<file path="src/hw/pgd_pkg.sv">
// Purpose: shared constants and types of the planar graphics datapath
// Assumes: four 8-bit display planes, 20-bit host memory address
// Notes:   every index, field position and register port reset value is named here once
package pgd_pkg;

    // ------------
    // register indices behind the data port
    // ------------
    localparam logic [3:0] IDX_SET_RESET = 4'h0;
    localparam logic [3:0] IDX_SR_ENABLE = 4'h1;
    localparam logic [3:0] IDX_COLOR_CMP = 4'h2;
    localparam logic [3:0] IDX_ROTATE_OP = 4'h3;
    localparam logic [3:0] IDX_READ_SEL = 4'h4;
    localparam logic [3:0] IDX_ACCESS_MODE = 4'h5;
    localparam logic [3:0] IDX_WINDOW_CTL = 4'h6;
    localparam logic [3:0] IDX_PARTICIPATE = 4'h7;
    localparam logic [3:0] IDX_BIT_MASK = 4'h8;

    // ------------
    // field positions
    // ------------
    localparam int ROT_CNT_LSB = 0;
    localparam int ROT_OP_LSB = 3;
    localparam int MODE_WR_LSB = 0;
    localparam int MODE_READ_TYPE = 3;
    localparam int MODE_ODD_EVEN = 4;
    localparam int MODE_INTERLEAVE = 5;
    localparam int MODE_256 = 6;
    localparam int WIN_GRAPHICS = 0;
    localparam int WIN_CHAIN = 1;
    localparam int WIN_SEL_LSB = 2;

    // ------------
    // reset values
    // ------------
    localparam logic [7:0] RST_ZERO = 8'h00;
    localparam logic [7:0] RST_BIT_MASK = 8'hff;
    localparam logic [7:0] RST_PARTICIPATE = 8'h0f;

    // ------------
    // encodings
    // ------------
    localparam logic [1:0] WM_HOST = 2'h0;
    localparam logic [1:0] WM_LATCH = 2'h1;
    localparam logic [1:0] WM_FILL = 2'h2;
    localparam logic [1:0] WM_SR_MASK = 2'h3;
    localparam logic [1:0] OP_PASS = 2'h0;
    localparam logic [1:0] OP_AND = 2'h1;
    localparam logic [1:0] OP_OR = 2'h2;
    localparam logic [1:0] OP_XOR = 2'h3;

    // window base address tags
    localparam logic [2:0] WIN_128K_TAG = 3'h5;
    localparam logic [3:0] WIN_64K_TAG = 4'ha;
    localparam logic [4:0] WIN_B0_TAG = 5'h16;
    localparam logic [4:0] WIN_B8_TAG = 5'h17;

    typedef enum logic [1:0] {
        ST_IDLE,
        ST_RD_ISSUE,
        ST_RD_CAPTURE
    } pgd_state_t;

endpackage

</file>
<file path="src/hw/pgd_wr_if.sv">
// Purpose: carries write datapath controls and results between modules
// Assumes: one clock domain, purely combinational exchange
// Notes:   ctrl drives the operands, wpath returns the plane data
`timescale 1ns/100ps
interface pgd_wr_if;
    logic [3:0] set_reset;
    logic [3:0] sr_enable;
    logic [2:0] rot_cnt;
    logic [1:0] logic_op;
    logic [1:0] write_mode;
    logic [7:0] bit_mask;
    logic [7:0] host_data;
    logic [31:0] latch;
    logic [31:0] plane_data;

    modport ctrl (
        output set_reset, sr_enable, rot_cnt, logic_op, write_mode, bit_mask,
        output host_data, latch,
        input plane_data
    );
    modport wpath (
        input set_reset, sr_enable, rot_cnt, logic_op, write_mode, bit_mask,
        input host_data, latch,
        output plane_data
    );
endinterface

</file>
<file path="src/hw/pgd_write_path.sv">
// Purpose: combinational write datapath for the four planes
// Assumes: latch holds plane 0 in bits 7:0 up to plane 3 in bits 31:24
// Notes:   result is ready in the same cycle as its operands
`timescale 1ns/100ps
module pgd_write_path
    import pgd_pkg::*;
(
    pgd_wr_if.wpath wr
);

    // circular right rotation within the byte
    function automatic logic [7:0] rot_right(input logic [7:0] d, input logic [2:0] n);
        logic [15:0] twice;
        twice = {d, d} >> n;
        return twice[7:0];
    endfunction

    // combine source byte with latched byte
    function automatic logic [7:0] alu(input logic [1:0] op, input logic [7:0] s,
                                       input logic [7:0] l);
        case (op)
            OP_AND: return s & l;
            OP_OR: return s | l;
            OP_XOR: return s ^ l;
            default: return s;
        endcase
    endfunction

    // ------------
    // shared terms
    // ------------
    wire [7:0] rotated = rot_right(wr.host_data, wr.rot_cnt);
    wire [7:0] eff_mask = (wr.write_mode == WM_SR_MASK) ?
                          (rotated & wr.bit_mask) : wr.bit_mask;

    // ------------
    // per-plane source, logic operation and bit mask
    // ------------
    for (genvar p = 0; p < 4; p++) begin : g_plane
        wire [7:0] lat = wr.latch[p*8 +: 8];
        wire [7:0] src = (wr.write_mode == WM_FILL) ? {8{wr.host_data[p]}} :
                         (wr.write_mode == WM_SR_MASK) ? {8{wr.set_reset[p]}} :
                         wr.sr_enable[p] ? {8{wr.set_reset[p]}} :
                         rotated;
        wire [7:0] op_out = alu(wr.logic_op, src, lat);
        wire [7:0] merged = (op_out & eff_mask) | (lat & ~eff_mask);
        assign wr.plane_data[p*8 +: 8] = (wr.write_mode == WM_LATCH) ? lat : merged;
    end

endmodule

</file>
<file path="src/hw/pgd_datapath.sv">
// Purpose: host graphics datapath between host memory cycles and 4 planes
// Assumes: host strobes are one-cycle pulses synchronous to clk_in
// Notes:   one memory request at a time; host_ready_out shows when taken
//
// Notes on behaviour
// - op field: pass, and, or, xor
// - rotate first, then the logic operation
// - mode 0 rotates host byte right 0-7
// - plane selector picks plane for reads
// - read type: selected plane or compare
// - participation bit zero means always matching
// - selector ignored during compare reads
// - 256-colour bit overrides interleave shift loading
// - interleave splits odd and even bits
// - odd/even bit enables odd/even addressing
// - mode 0: rotated byte or set/reset fill
// - mode 1 writes latches; reads reload latches
// - mode 2: host bit n fills plane n
// - mode 3: set/reset fill, rotated masked
// - logic operation applies in modes 0,2,3
// - mask zero keeps latched bit everywhere
// - window field decodes four host windows
// - chain bit replaces address bit zero
// - graphics bit disables character latches
// - index port selects data port register
// - set/reset bit fills its plane
// - non-enabled planes take host data
// - compare returns ones where planes match
`timescale 1ns/100ps
module pgd_datapath
    import pgd_pkg::*;
(
    input wire logic clk_in,
    input wire logic rst_b_in,
    input wire logic io_wr_in,
    input wire logic io_rd_in,
    input wire logic io_data_sel_in,
    input wire logic [7:0] io_wdata_in,
    output logic [7:0] io_rdata_out,
    input wire logic mem_wr_in,
    input wire logic mem_rd_in,
    input wire logic [19:0] host_addr_in,
    input wire logic [7:0] host_wdata_in,
    output logic host_ready_out,
    output logic [7:0] host_rdata_out,
    output logic host_rvalid_out,
    input wire logic [3:0] map_mask_in,
    input wire logic chain4_in,
    output logic [15:0] plane_addr_out,
    output logic [3:0] plane_we_out,
    output logic plane_rd_out,
    output logic [31:0] plane_wdata_out,
    input wire logic [31:0] plane_rdata_in,
    input wire logic disp_load_in,
    input wire logic [31:0] disp_data_in,
    output logic [31:0] disp_shift_out,
    output logic graphics_addr_out,
    output logic char_latch_en_out,
    output logic odd_even_out
);
    // ------------
    // helper functions
    // ------------
    // window decode: returns {hit, 17-bit offset}
    function automatic logic [17:0] win_decode(input logic [1:0] sel, input logic [19:0] a);
        case (sel)
            2'h0: return {a[19:17] == WIN_128K_TAG, a[16:0]};
            2'h1: return {a[19:16] == WIN_64K_TAG, 1'b0, a[15:0]};
            2'h2: return {a[19:15] == WIN_B0_TAG, 2'b00, a[14:0]};
            default: return {a[19:15] == WIN_B8_TAG, 2'b00, a[14:0]};
        endcase
    endfunction
    // pick byte of one plane out of a 32-bit plane word
    function automatic logic [7:0] plane_byte(input logic [31:0] w, input logic [1:0] p);
        return w[{p, 3'b000} +: 8];
    endfunction
    // ------------
    // registers
    // ------------
    logic [3:0] index_q;
    logic [3:0] set_reset_q;
    logic [3:0] sr_enable_q;
    logic [3:0] color_cmp_q;
    logic [4:0] rotate_op_q;
    logic [1:0] read_sel_q;
    logic [6:0] access_mode_q;
    logic [3:0] window_ctl_q;
    logic [3:0] participate_q;
    logic [7:0] bit_mask_q;
    logic [7:0] io_rdata_q;
    logic [31:0] latch_q;
    pgd_state_t state_q;
    pgd_state_t state_d;
    logic [15:0] plane_addr_q;
    logic [3:0] plane_we_q;
    logic [31:0] plane_wdata_q;
    logic [1:0] rd_plane_q;
    logic rd_cmp_q;
    logic [7:0] host_rdata_q;
    logic host_rvalid_q;
    logic [31:0] disp_shift_q;
    logic ready_q;
    logic plane_rd_q;
    logic char_latch_q;
    // ------------
    // mode field decode
    // ------------
    wire [1:0] write_mode = access_mode_q[MODE_WR_LSB +: 2];
    wire read_cmp = access_mode_q[MODE_READ_TYPE];
    wire odd_even = access_mode_q[MODE_ODD_EVEN];
    wire interleave = access_mode_q[MODE_INTERLEAVE];
    wire mode_256 = access_mode_q[MODE_256];
    wire [1:0] win_sel = window_ctl_q[WIN_SEL_LSB +: 2];
    wire chain = window_ctl_q[WIN_CHAIN];
    // ------------
    // register port write decode
    // ------------
    wire idx_wr = io_wr_in & ~io_data_sel_in;
    wire dat_wr = io_wr_in & io_data_sel_in;

    // index register selects the data port target
    always_ff @(posedge clk_in or negedge rst_b_in) begin
        if (!rst_b_in) begin
            index_q <= RST_ZERO[3:0];
        end else if (idx_wr) begin
            index_q <= io_wdata_in[3:0];
        end
    end

    // data port writes into the indexed register
    always_ff @(posedge clk_in or negedge rst_b_in) begin
        if (!rst_b_in) begin
            set_reset_q <= RST_ZERO[3:0];
            sr_enable_q <= RST_ZERO[3:0];
            color_cmp_q <= RST_ZERO[3:0];
            rotate_op_q <= RST_ZERO[4:0];
            read_sel_q <= RST_ZERO[1:0];
            access_mode_q <= RST_ZERO[6:0];
            window_ctl_q <= RST_ZERO[3:0];
            participate_q <= RST_PARTICIPATE[3:0];
            bit_mask_q <= RST_BIT_MASK;
        end else if (dat_wr) begin
            case (index_q)
                IDX_SET_RESET: set_reset_q <= io_wdata_in[3:0];
                IDX_SR_ENABLE: sr_enable_q <= io_wdata_in[3:0];
                IDX_COLOR_CMP: color_cmp_q <= io_wdata_in[3:0];
                IDX_ROTATE_OP: rotate_op_q <= io_wdata_in[4:0];
                IDX_READ_SEL: read_sel_q <= io_wdata_in[1:0];
                IDX_ACCESS_MODE: access_mode_q <= {io_wdata_in[6:3], 1'b0, io_wdata_in[1:0]};
                IDX_WINDOW_CTL: window_ctl_q <= io_wdata_in[3:0];
                IDX_PARTICIPATE: participate_q <= io_wdata_in[3:0];
                IDX_BIT_MASK: bit_mask_q <= io_wdata_in;
                default: ;
            endcase
        end
    end
    // ------------
    // register port read mux, reserved bits read as zero
    // ------------
    logic [7:0] reg_rd_mux;
    always_comb begin
        case (index_q)
            IDX_SET_RESET: reg_rd_mux = {4'h0, set_reset_q};
            IDX_SR_ENABLE: reg_rd_mux = {4'h0, sr_enable_q};
            IDX_COLOR_CMP: reg_rd_mux = {4'h0, color_cmp_q};
            IDX_ROTATE_OP: reg_rd_mux = {3'h0, rotate_op_q};
            IDX_READ_SEL: reg_rd_mux = {6'h00, read_sel_q};
            IDX_ACCESS_MODE: reg_rd_mux = {1'b0, access_mode_q};
            IDX_WINDOW_CTL: reg_rd_mux = {4'h0, window_ctl_q};
            IDX_PARTICIPATE: reg_rd_mux = {4'h0, participate_q};
            IDX_BIT_MASK: reg_rd_mux = bit_mask_q;
            default: reg_rd_mux = 8'h00;
        endcase
    end

    // read answer is registered one cycle after the strobe
    always_ff @(posedge clk_in or negedge rst_b_in) begin
        if (!rst_b_in) begin
            io_rdata_q <= 8'h00;
        end else if (io_rd_in) begin
            io_rdata_q <= io_data_sel_in ? reg_rd_mux : {4'h0, index_q};
        end
    end
    // ------------
    // host memory window and plane addressing
    // ------------
    wire [17:0] win_res = win_decode(win_sel, host_addr_in);
    wire win_hit = win_res[17];
    wire [16:0] win_off = win_res[16:0];
    wire idle = (state_q == ST_IDLE);
    wire take_wr = idle & mem_wr_in & win_hit;
    wire take_rd = idle & mem_rd_in & ~mem_wr_in & win_hit;

    // chain substitutes a high offset bit for bit 0; host A0 picks odd/even
    wire [15:0] chain_addr = {win_off[15:1], win_off[16]};
    wire [15:0] c4_addr = {2'b00, win_off[15:2]};
    wire [15:0] mem_addr = chain4_in ? c4_addr : chain ? chain_addr : win_off[15:0];
    // planes enabled for a write in each addressing scheme
    wire [3:0] c4_planes = 4'h1 << win_off[1:0];
    wire [3:0] oe_planes = win_off[0] ? 4'ha : 4'h5;
    wire [3:0] wr_planes = map_mask_in & (chain4_in ? c4_planes :
                           odd_even ? oe_planes : 4'hf);
    // plane chosen for a plane read
    wire [1:0] rd_plane = chain4_in ? win_off[1:0] :
                          odd_even ? {read_sel_q[1], win_off[0]} :
                          read_sel_q;
    // ------------
    // write datapath
    // ------------
    pgd_wr_if wr_bus();
    assign wr_bus.set_reset = set_reset_q;
    assign wr_bus.sr_enable = sr_enable_q;
    assign wr_bus.rot_cnt = rotate_op_q[ROT_CNT_LSB +: 3];
    assign wr_bus.logic_op = rotate_op_q[ROT_OP_LSB +: 2];
    assign wr_bus.write_mode = write_mode;
    assign wr_bus.bit_mask = bit_mask_q;
    assign wr_bus.host_data = host_wdata_in;
    assign wr_bus.latch = latch_q;
    pgd_write_path u_write_path (
        .wr(wr_bus)
    );
    // ------------
    // memory cycle sequencer
    // ------------
    always_comb begin
        state_d = state_q;
        case (state_q)
            ST_IDLE: begin
                if (take_rd) begin
                    state_d = ST_RD_ISSUE;
                end
            end
            ST_RD_ISSUE: state_d = ST_RD_CAPTURE;
            ST_RD_CAPTURE: state_d = ST_IDLE;
            default: state_d = ST_IDLE;
        endcase
    end

    // state register
    always_ff @(posedge clk_in or negedge rst_b_in) begin
        if (!rst_b_in) begin
            state_q <= ST_IDLE;
            ready_q <= 1'b1;
            plane_rd_q <= 1'b0;
            char_latch_q <= 1'b0;
        end else begin
            state_q <= state_d;
            ready_q <= (state_d == ST_IDLE);
            plane_rd_q <= (state_d == ST_RD_ISSUE);
            char_latch_q <= ~window_ctl_q[WIN_GRAPHICS];
        end
    end

    // plane address, strobes and write data for one cycle
    always_ff @(posedge clk_in or negedge rst_b_in) begin
        if (!rst_b_in) begin
            plane_addr_q <= 16'h0000;
            plane_we_q <= 4'h0;
            plane_wdata_q <= 32'h0000_0000;
        end else begin
            plane_we_q <= take_wr ? wr_planes : 4'h0;
            if (take_wr || take_rd) begin
                plane_addr_q <= mem_addr;
            end
            if (take_wr) begin
                plane_wdata_q <= wr_bus.plane_data;
            end
        end
    end

    // read context captured when the read is taken
    always_ff @(posedge clk_in or negedge rst_b_in) begin
        if (!rst_b_in) begin
            rd_plane_q <= 2'h0;
            rd_cmp_q <= 1'b0;
        end else if (take_rd) begin
            rd_plane_q <= rd_plane;
            rd_cmp_q <= read_cmp;
        end
    end
    // ------------
    // read return path and colour compare
    // ------------
    logic [7:0] cmp_bits;
    always_comb begin
        for (int b = 0; b < 8; b++) begin
            cmp_bits[b] = 1'b1;
            for (int p = 0; p < 4; p++) begin
                if (participate_q[p] && (plane_rdata_in[p*8 + b] != color_cmp_q[p])) begin
                    cmp_bits[b] = 1'b0;
                end
            end
        end
    end
    wire capture = (state_q == ST_RD_CAPTURE);
    wire [7:0] rd_result = rd_cmp_q ? cmp_bits :
                           plane_byte(plane_rdata_in, rd_plane_q);
    // every memory read reloads all four latches
    always_ff @(posedge clk_in or negedge rst_b_in) begin
        if (!rst_b_in) begin
            latch_q <= 32'h0000_0000;
        end else if (capture) begin
            latch_q <= plane_rdata_in;
        end
    end

    // host read answer
    always_ff @(posedge clk_in or negedge rst_b_in) begin
        if (!rst_b_in) begin
            host_rdata_q <= 8'h00;
            host_rvalid_q <= 1'b0;
        end else begin
            host_rvalid_q <= capture;
            if (capture) begin
                host_rdata_q <= rd_result;
            end
        end
    end
    // ------------
    // display shift register loading
    // ------------
    logic [31:0] disp_fmt;
    always_comb begin
        disp_fmt = disp_data_in;
        if (!mode_256 && interleave) begin
            for (int k = 0; k < 2; k++) begin
                for (int j = 0; j < 4; j++) begin
                    // even plane takes even bits of the pair, odd plane the odd bits
                    disp_fmt[k*16 + 4 + j] = disp_data_in[k*16 + 2*j];
                    disp_fmt[k*16 + j] = disp_data_in[k*16 + 8 + 2*j];
                    disp_fmt[k*16 + 12 + j] = disp_data_in[k*16 + 2*j + 1];
                    disp_fmt[k*16 + 8 + j] = disp_data_in[k*16 + 8 + 2*j + 1];
                end
            end
        end
    end

    // shift register load
    always_ff @(posedge clk_in or negedge rst_b_in) begin
        if (!rst_b_in) begin
            disp_shift_q <= 32'h0000_0000;
        end else if (disp_load_in) begin
            disp_shift_q <= disp_fmt;
        end
    end
    // ------------
    // outputs
    // ------------
    assign io_rdata_out = io_rdata_q;
    assign host_ready_out = ready_q;
    assign host_rdata_out = host_rdata_q;
    assign host_rvalid_out = host_rvalid_q;
    assign plane_addr_out = plane_addr_q;
    assign plane_we_out = plane_we_q;
    assign plane_rd_out = plane_rd_q;
    assign plane_wdata_out = plane_wdata_q;
    assign disp_shift_out = disp_shift_q;
    assign graphics_addr_out = window_ctl_q[WIN_GRAPHICS];
    assign char_latch_en_out = char_latch_q;
    assign odd_even_out = odd_even;

endmodule

</file>
<file path="config.mk">
export PLATFORM = sky130hd
export DESIGN_NAME = pgd_datapath
export DESIGN_NICKNAME = d
export VERILOG_FILES = /design/src/hw/pgd_pkg.sv /design/src/hw/pgd_wr_if.sv /design/src/hw/pgd_write_path.sv /design/src/hw/pgd_datapath.sv
export SDC_FILE = /design/constraint.sdc
export NUM_CORES = 1
export LEC_CHECK = 0
export BUFFER_PORTS_ARGS = -buffer_cell sky130_fd_sc_hd__buf_4
export CAP_MARGIN = 0
export CORE_MARGIN = 2
export CORE_UTILIZATION = 49
export DETAILED_ROUTE_END_ITERATION = 12
export PLACE_DENSITY = 0.75
export SKIP_LAST_GASP = 1
export SYNTH_ARGS = -nofsm -noshare
export SYNTH_HDL_FRONTEND = slang
export SYNTH_HIERARCHICAL = 1
export SYNTH_SLANG_ARGS = --single-unit
</file>
<file path="constraint.sdc">
create_clock -name clk_in -period 4.9 [get_ports clk_in]
set_input_delay 0.245 -clock clk_in [delete_from_list [all_inputs] [get_ports clk_in]]
set_output_delay 0.245 -clock clk_in [all_outputs]
set_load 0.01 [all_outputs]
</file>
==> summary.md <==
| Metric | Value |
|---|---|
| Outcome | `finished, final reports clean` |
| H-tree depth | `4` |
| Leakage power | `0.00680 uW` |
| HPWL Detailed | `29.1 mm` |
| Setup bufs post-CTS | `0` |
| CTS tree | `yes` |
| Port bufs | `218` |
| Net Count, Synth | `1487` |
| WP data arrival | `4.08 ns` |
| Post-synth top flop | `dfrtp_1` |
| Post-synth EDFFs | `0` |
| Final setup fails | `0` |
| Final setup TNS | `0 ns` |
| Fillers | `2223` |
| Post-synthesis async set-or-reset flop share | `100%` |
| Top cell type's share of synthesized area | `33.7%` |
| Seq/Total Area, Yosys | `36.3%` |
| Non-filler cells, final | `1812` |
| CP most frequent cell | `mux2_2` |
| R2R setup slack | `1.15 ns` |
| Top post-synthesis cells by count | `173 x dfrtp_1, 143 x nand2_1, 102 x mux2_2, 82 x mux2i_1, 64 x ha_1` |
| Detailed-route wire length per cell | `22.0 um` |
| Remaining DRCs | `0` |
| GRT overflow | `0` |
| CORE AREA | `25900 um^2` |
| Die ar. | `27600 um^2` |
| Cell Rows | `59` |
| Largest net degree at the start of global routing | `112` |
| Vias in the first global route | `11000` |
| Most common cell in the synthesized netlist | `dfrtp_1` |
| Worst-path cell chain | `mux2i_1, mux4_2, o21ai_0, nand2_1, ha_1, mux2_2, a2111oi_0, a2bb2oi_1, mux2_2, mux2_1` |
| Slew headroom | `24.5%` |
| Critical Path RT | `5.23 ns` |
| Gate Count Post-Synth | `1310` |
| ANT cells | `0` |
| DR vias/cell | `6.17` |
| Worst Path Buf+Inv | `0` |
| Clock Skew | `0.0121 ns` |
| Gp weighted congestion | `0.958` |
| Height of the die | `166 um` |
| Multi-input gate area | `7560 um^2` |
| Final hold viol count | `0` |
| CP Capture Type | `register` |
| Synth unique cells | `75` |
| Max Cap Viol | `0` |
| WHS | `0.0175 ns` |
| Syn_area_per_cell | `9.81 um^2` |
| CTS buffer count | `17` |
| Via count | `11172` |
| Post-synth top area cell | `dfrtp_1` |
| Clock Path Buffers | `2` |
| Num ports | `219` |
| Synthesis Warnings | `6` |
| FF+latch count, synth | `186` |
| Final antenna-violating net count | `0` |
| Final worst path period need | `3.75 ns` |
| RSZ-0062 raised after global routing | `no` |
| Slew at the pin closest to its max-slew limit | `1.13 ns` |
| Initial core utilization | `49.6%` |
| Global-route wire length before repair | `62.4 mm` |
| CP Max Fanout | `16` |
| Die Span X | `166 um` |
| Cell Area, Synth | `12900 um^2` |
| Total clock sinks | `186` |
| Max Fclk | `267 MHz` |
| Clk pin slew, worst setup/hold paths | `0.08 ns` |
| DR pass1 iterations | `7` |
| CP max stage cell | `dfrtp_1` |
| Maximum vdd drop | `0.249 mV` |
| Period utilisation layout | `76.5%` |
| Initial drt markers | `1121` |
| Root Buffer | `clkbuf_16` |
| Core Util, Final | `58.6%` |
| Total wire length | `39.9 mm` |
| Startpoint types | `register` |
| Clock latency at the later pin of the worst-skew pair | `0.45 ns` |
| Initial antenna violation count | `0` |
| Synth top area cells | `dfrtp_1 34%, mux2_2 8.9%, mux2i_1 6.4%, ha_1 6.2%, nand2_1 4.2%` |
| Critical Path Max Stage Delay | `0.76 ns` |
| Share of layout cells above drive strength 1 | `28.2%` |
| Register cell area after layout | `4670 um^2` |
| Post-Place Cells | `1778` |
| Slew Limit Fails | `0` |
| Pwr Density | `609 nW/um^2` |
| Worst min path class | `primary input to register` |
| Worst setup path class | `register to register` |
| Tot GR Track Use | `28.5%` |
| Nets | `1641` |
| Area Overhead vs Synth | `18.1%` |
| Top delay family on crit path | `multiplexers` |
-- state kept, by name, indices dropped and copies added, names as in the netlist, 5 cells and up --
name / cells
latch_q: 32
access_mode_q: 6
bit_mask_q: 8
plane_wdata_out: 32
io_rdata_out: 8
rotate_op_q: 5
disp_shift_out: 32
plane_addr_out: 16
host_rdata_out: 8
-- metrics by stage --
| stage | worst slack, ns | area, um^2 | power (uW) |
|---|---|---|---|
| after floorplan | 1.81 | 12900 | 6040 |
| after global placement | 1.37 | 14600 | 7520 |
| after detailed placement | 1.18 | 14600 | 7710 |
| after CTS | 1.18 | 15200 | 9160 |
| after global routing | 0.896 | 15200 | 9840 |
| final | 1.15 | 15200 | 9250 |
-- area by class of cell --
type / instances / area share [%]
multi-input combinational: 980 / 49.8
sequential: 186 / 30.8
timing repair buffer: 228 / 11.4
clock buffer: 18 / 2.89
tap: 335 / 2.76
inverter: 51 / 1.26
clock inverter: 14 / 1.08
-- path summary, 6_finish.rpt --
path,startpoint,endpoint,cells after the start
worst max-delay path,rotate_op_q[1],plane_wdata_out[11],10
worst min-delay path,plane_rdata_in[7],latch_q[7],3
worst max register to register,rotate_op_q[1],plane_wdata_out[11],10
worst min register to register,window_ctl_q[0],char_latch_en_out,1
max in group asynchronous,rst_b_in,participate_q[0],3
min in group asynchronous,rst_b_in,plane_wdata_out[15],2
-- worst register-to-register path, delay by kind of cell, from the launching register on --
| family | cells | cell delay, ns |
|---|---|---|
| and+or+nand+nor | 1 | 0.09 |
| DFF | 1 | 0.76 |
| muxes | 5 | 1.63 |
| adders and majority gates | 1 | 0.30 |
| AOI/OAI and AO/OA | 3 | 0.84 |
-- cell families (layout without fill, tap and decap cells) --
kind of cell | after synthesis | after routing | share of synthesized area [%]
adders and majority gates | 64 | 64 | 6.23
AOI/OAI and AO/OA | 343 | 343 | 18.7
buffers and inverters | 144 | 311 | 4.91
and+or+nand+nor | 322 | 322 | 12.2
DFF | 186 | 186 | 36.3
muxes | 219 | 219 | 19.4
xor gates and xnor gates | 32 | 32 | 2.18
-- report_power, final --
group | internal [uW] | total (uW) | switching, uW
Clock | 707 | 1430 | 724
Combinational | 2280 | 4920 | 2650
Sequential | 2070 | 2900 | 827
Total | 5050 | 9250 | 4200
-- placed cells by master, fill, tap and decap left out, types with 5 or more instances in the layout --
| cell | Yosys | layout |
|---|---|---|
| clkbuf_16 | 0 | 17 |
| o311ai_0 | 24 | 24 |
| a31oi_1 | 5 | 5 |
| a211oi_1 | 15 | 15 |
| mux4_2 | 10 | 10 |
| nand3b_1 | 5 | 5 |
| ha_1 | 64 | 64 |
| nor2b_1 | 12 | 11 |
| inv_1 | 48 | 48 |
| a222oi_1 | 6 | 6 |
| dfstp_2 | 13 | 13 |
| a22o_1 | 13 | 13 |
| nand2b_1 | 38 | 38 |
| o21a_1 | 26 | 26 |
| nor3_1 | 26 | 26 |
| o31ai_1 | 25 | 25 |
| a22oi_1 | 26 | 26 |
| o31a_1 | 6 | 6 |
| nor2_1 | 56 | 56 |
| and2_1 | 8 | 8 |
| o21ai_0 | 58 | 58 |
| mux2_1 | 22 | 22 |
| dfrtp_1 | 173 | 172 |
| o22a_1 | 13 | 13 |
| a21oi_1 | 58 | 58 |
| o22ai_1 | 35 | 35 |
| mux2_2 | 102 | 102 |
| buf_4 | 3 | 224 |
| inv_8 | 0 | 6 |
| xor2_1 | 32 | 32 |
| mux2i_1 | 82 | 82 |
| nand2_1 | 143 | 143 |
| or2_2 | 5 | 5 |
-- per-layer routing --
metal | vias up | share of wire, % | global-route usage (%)
met5 | - | 0 | 0
li1 | 5098 | - | -
met1 | 5485 | 42 | 38.0
met3 | 75 | 8.9 | 6.72
met2 | 514 | 47 | 46.0
met4 | 0 | 2.6 | 9.41
-- what timing repair did --
item | in CTS | in global routing
gates resized for setup | 0 | 0
endpoints found under the hold margin | 75 | 0
hold buffers | 2 | 0
Note: power is estimated with default switching activity, not from simulation.
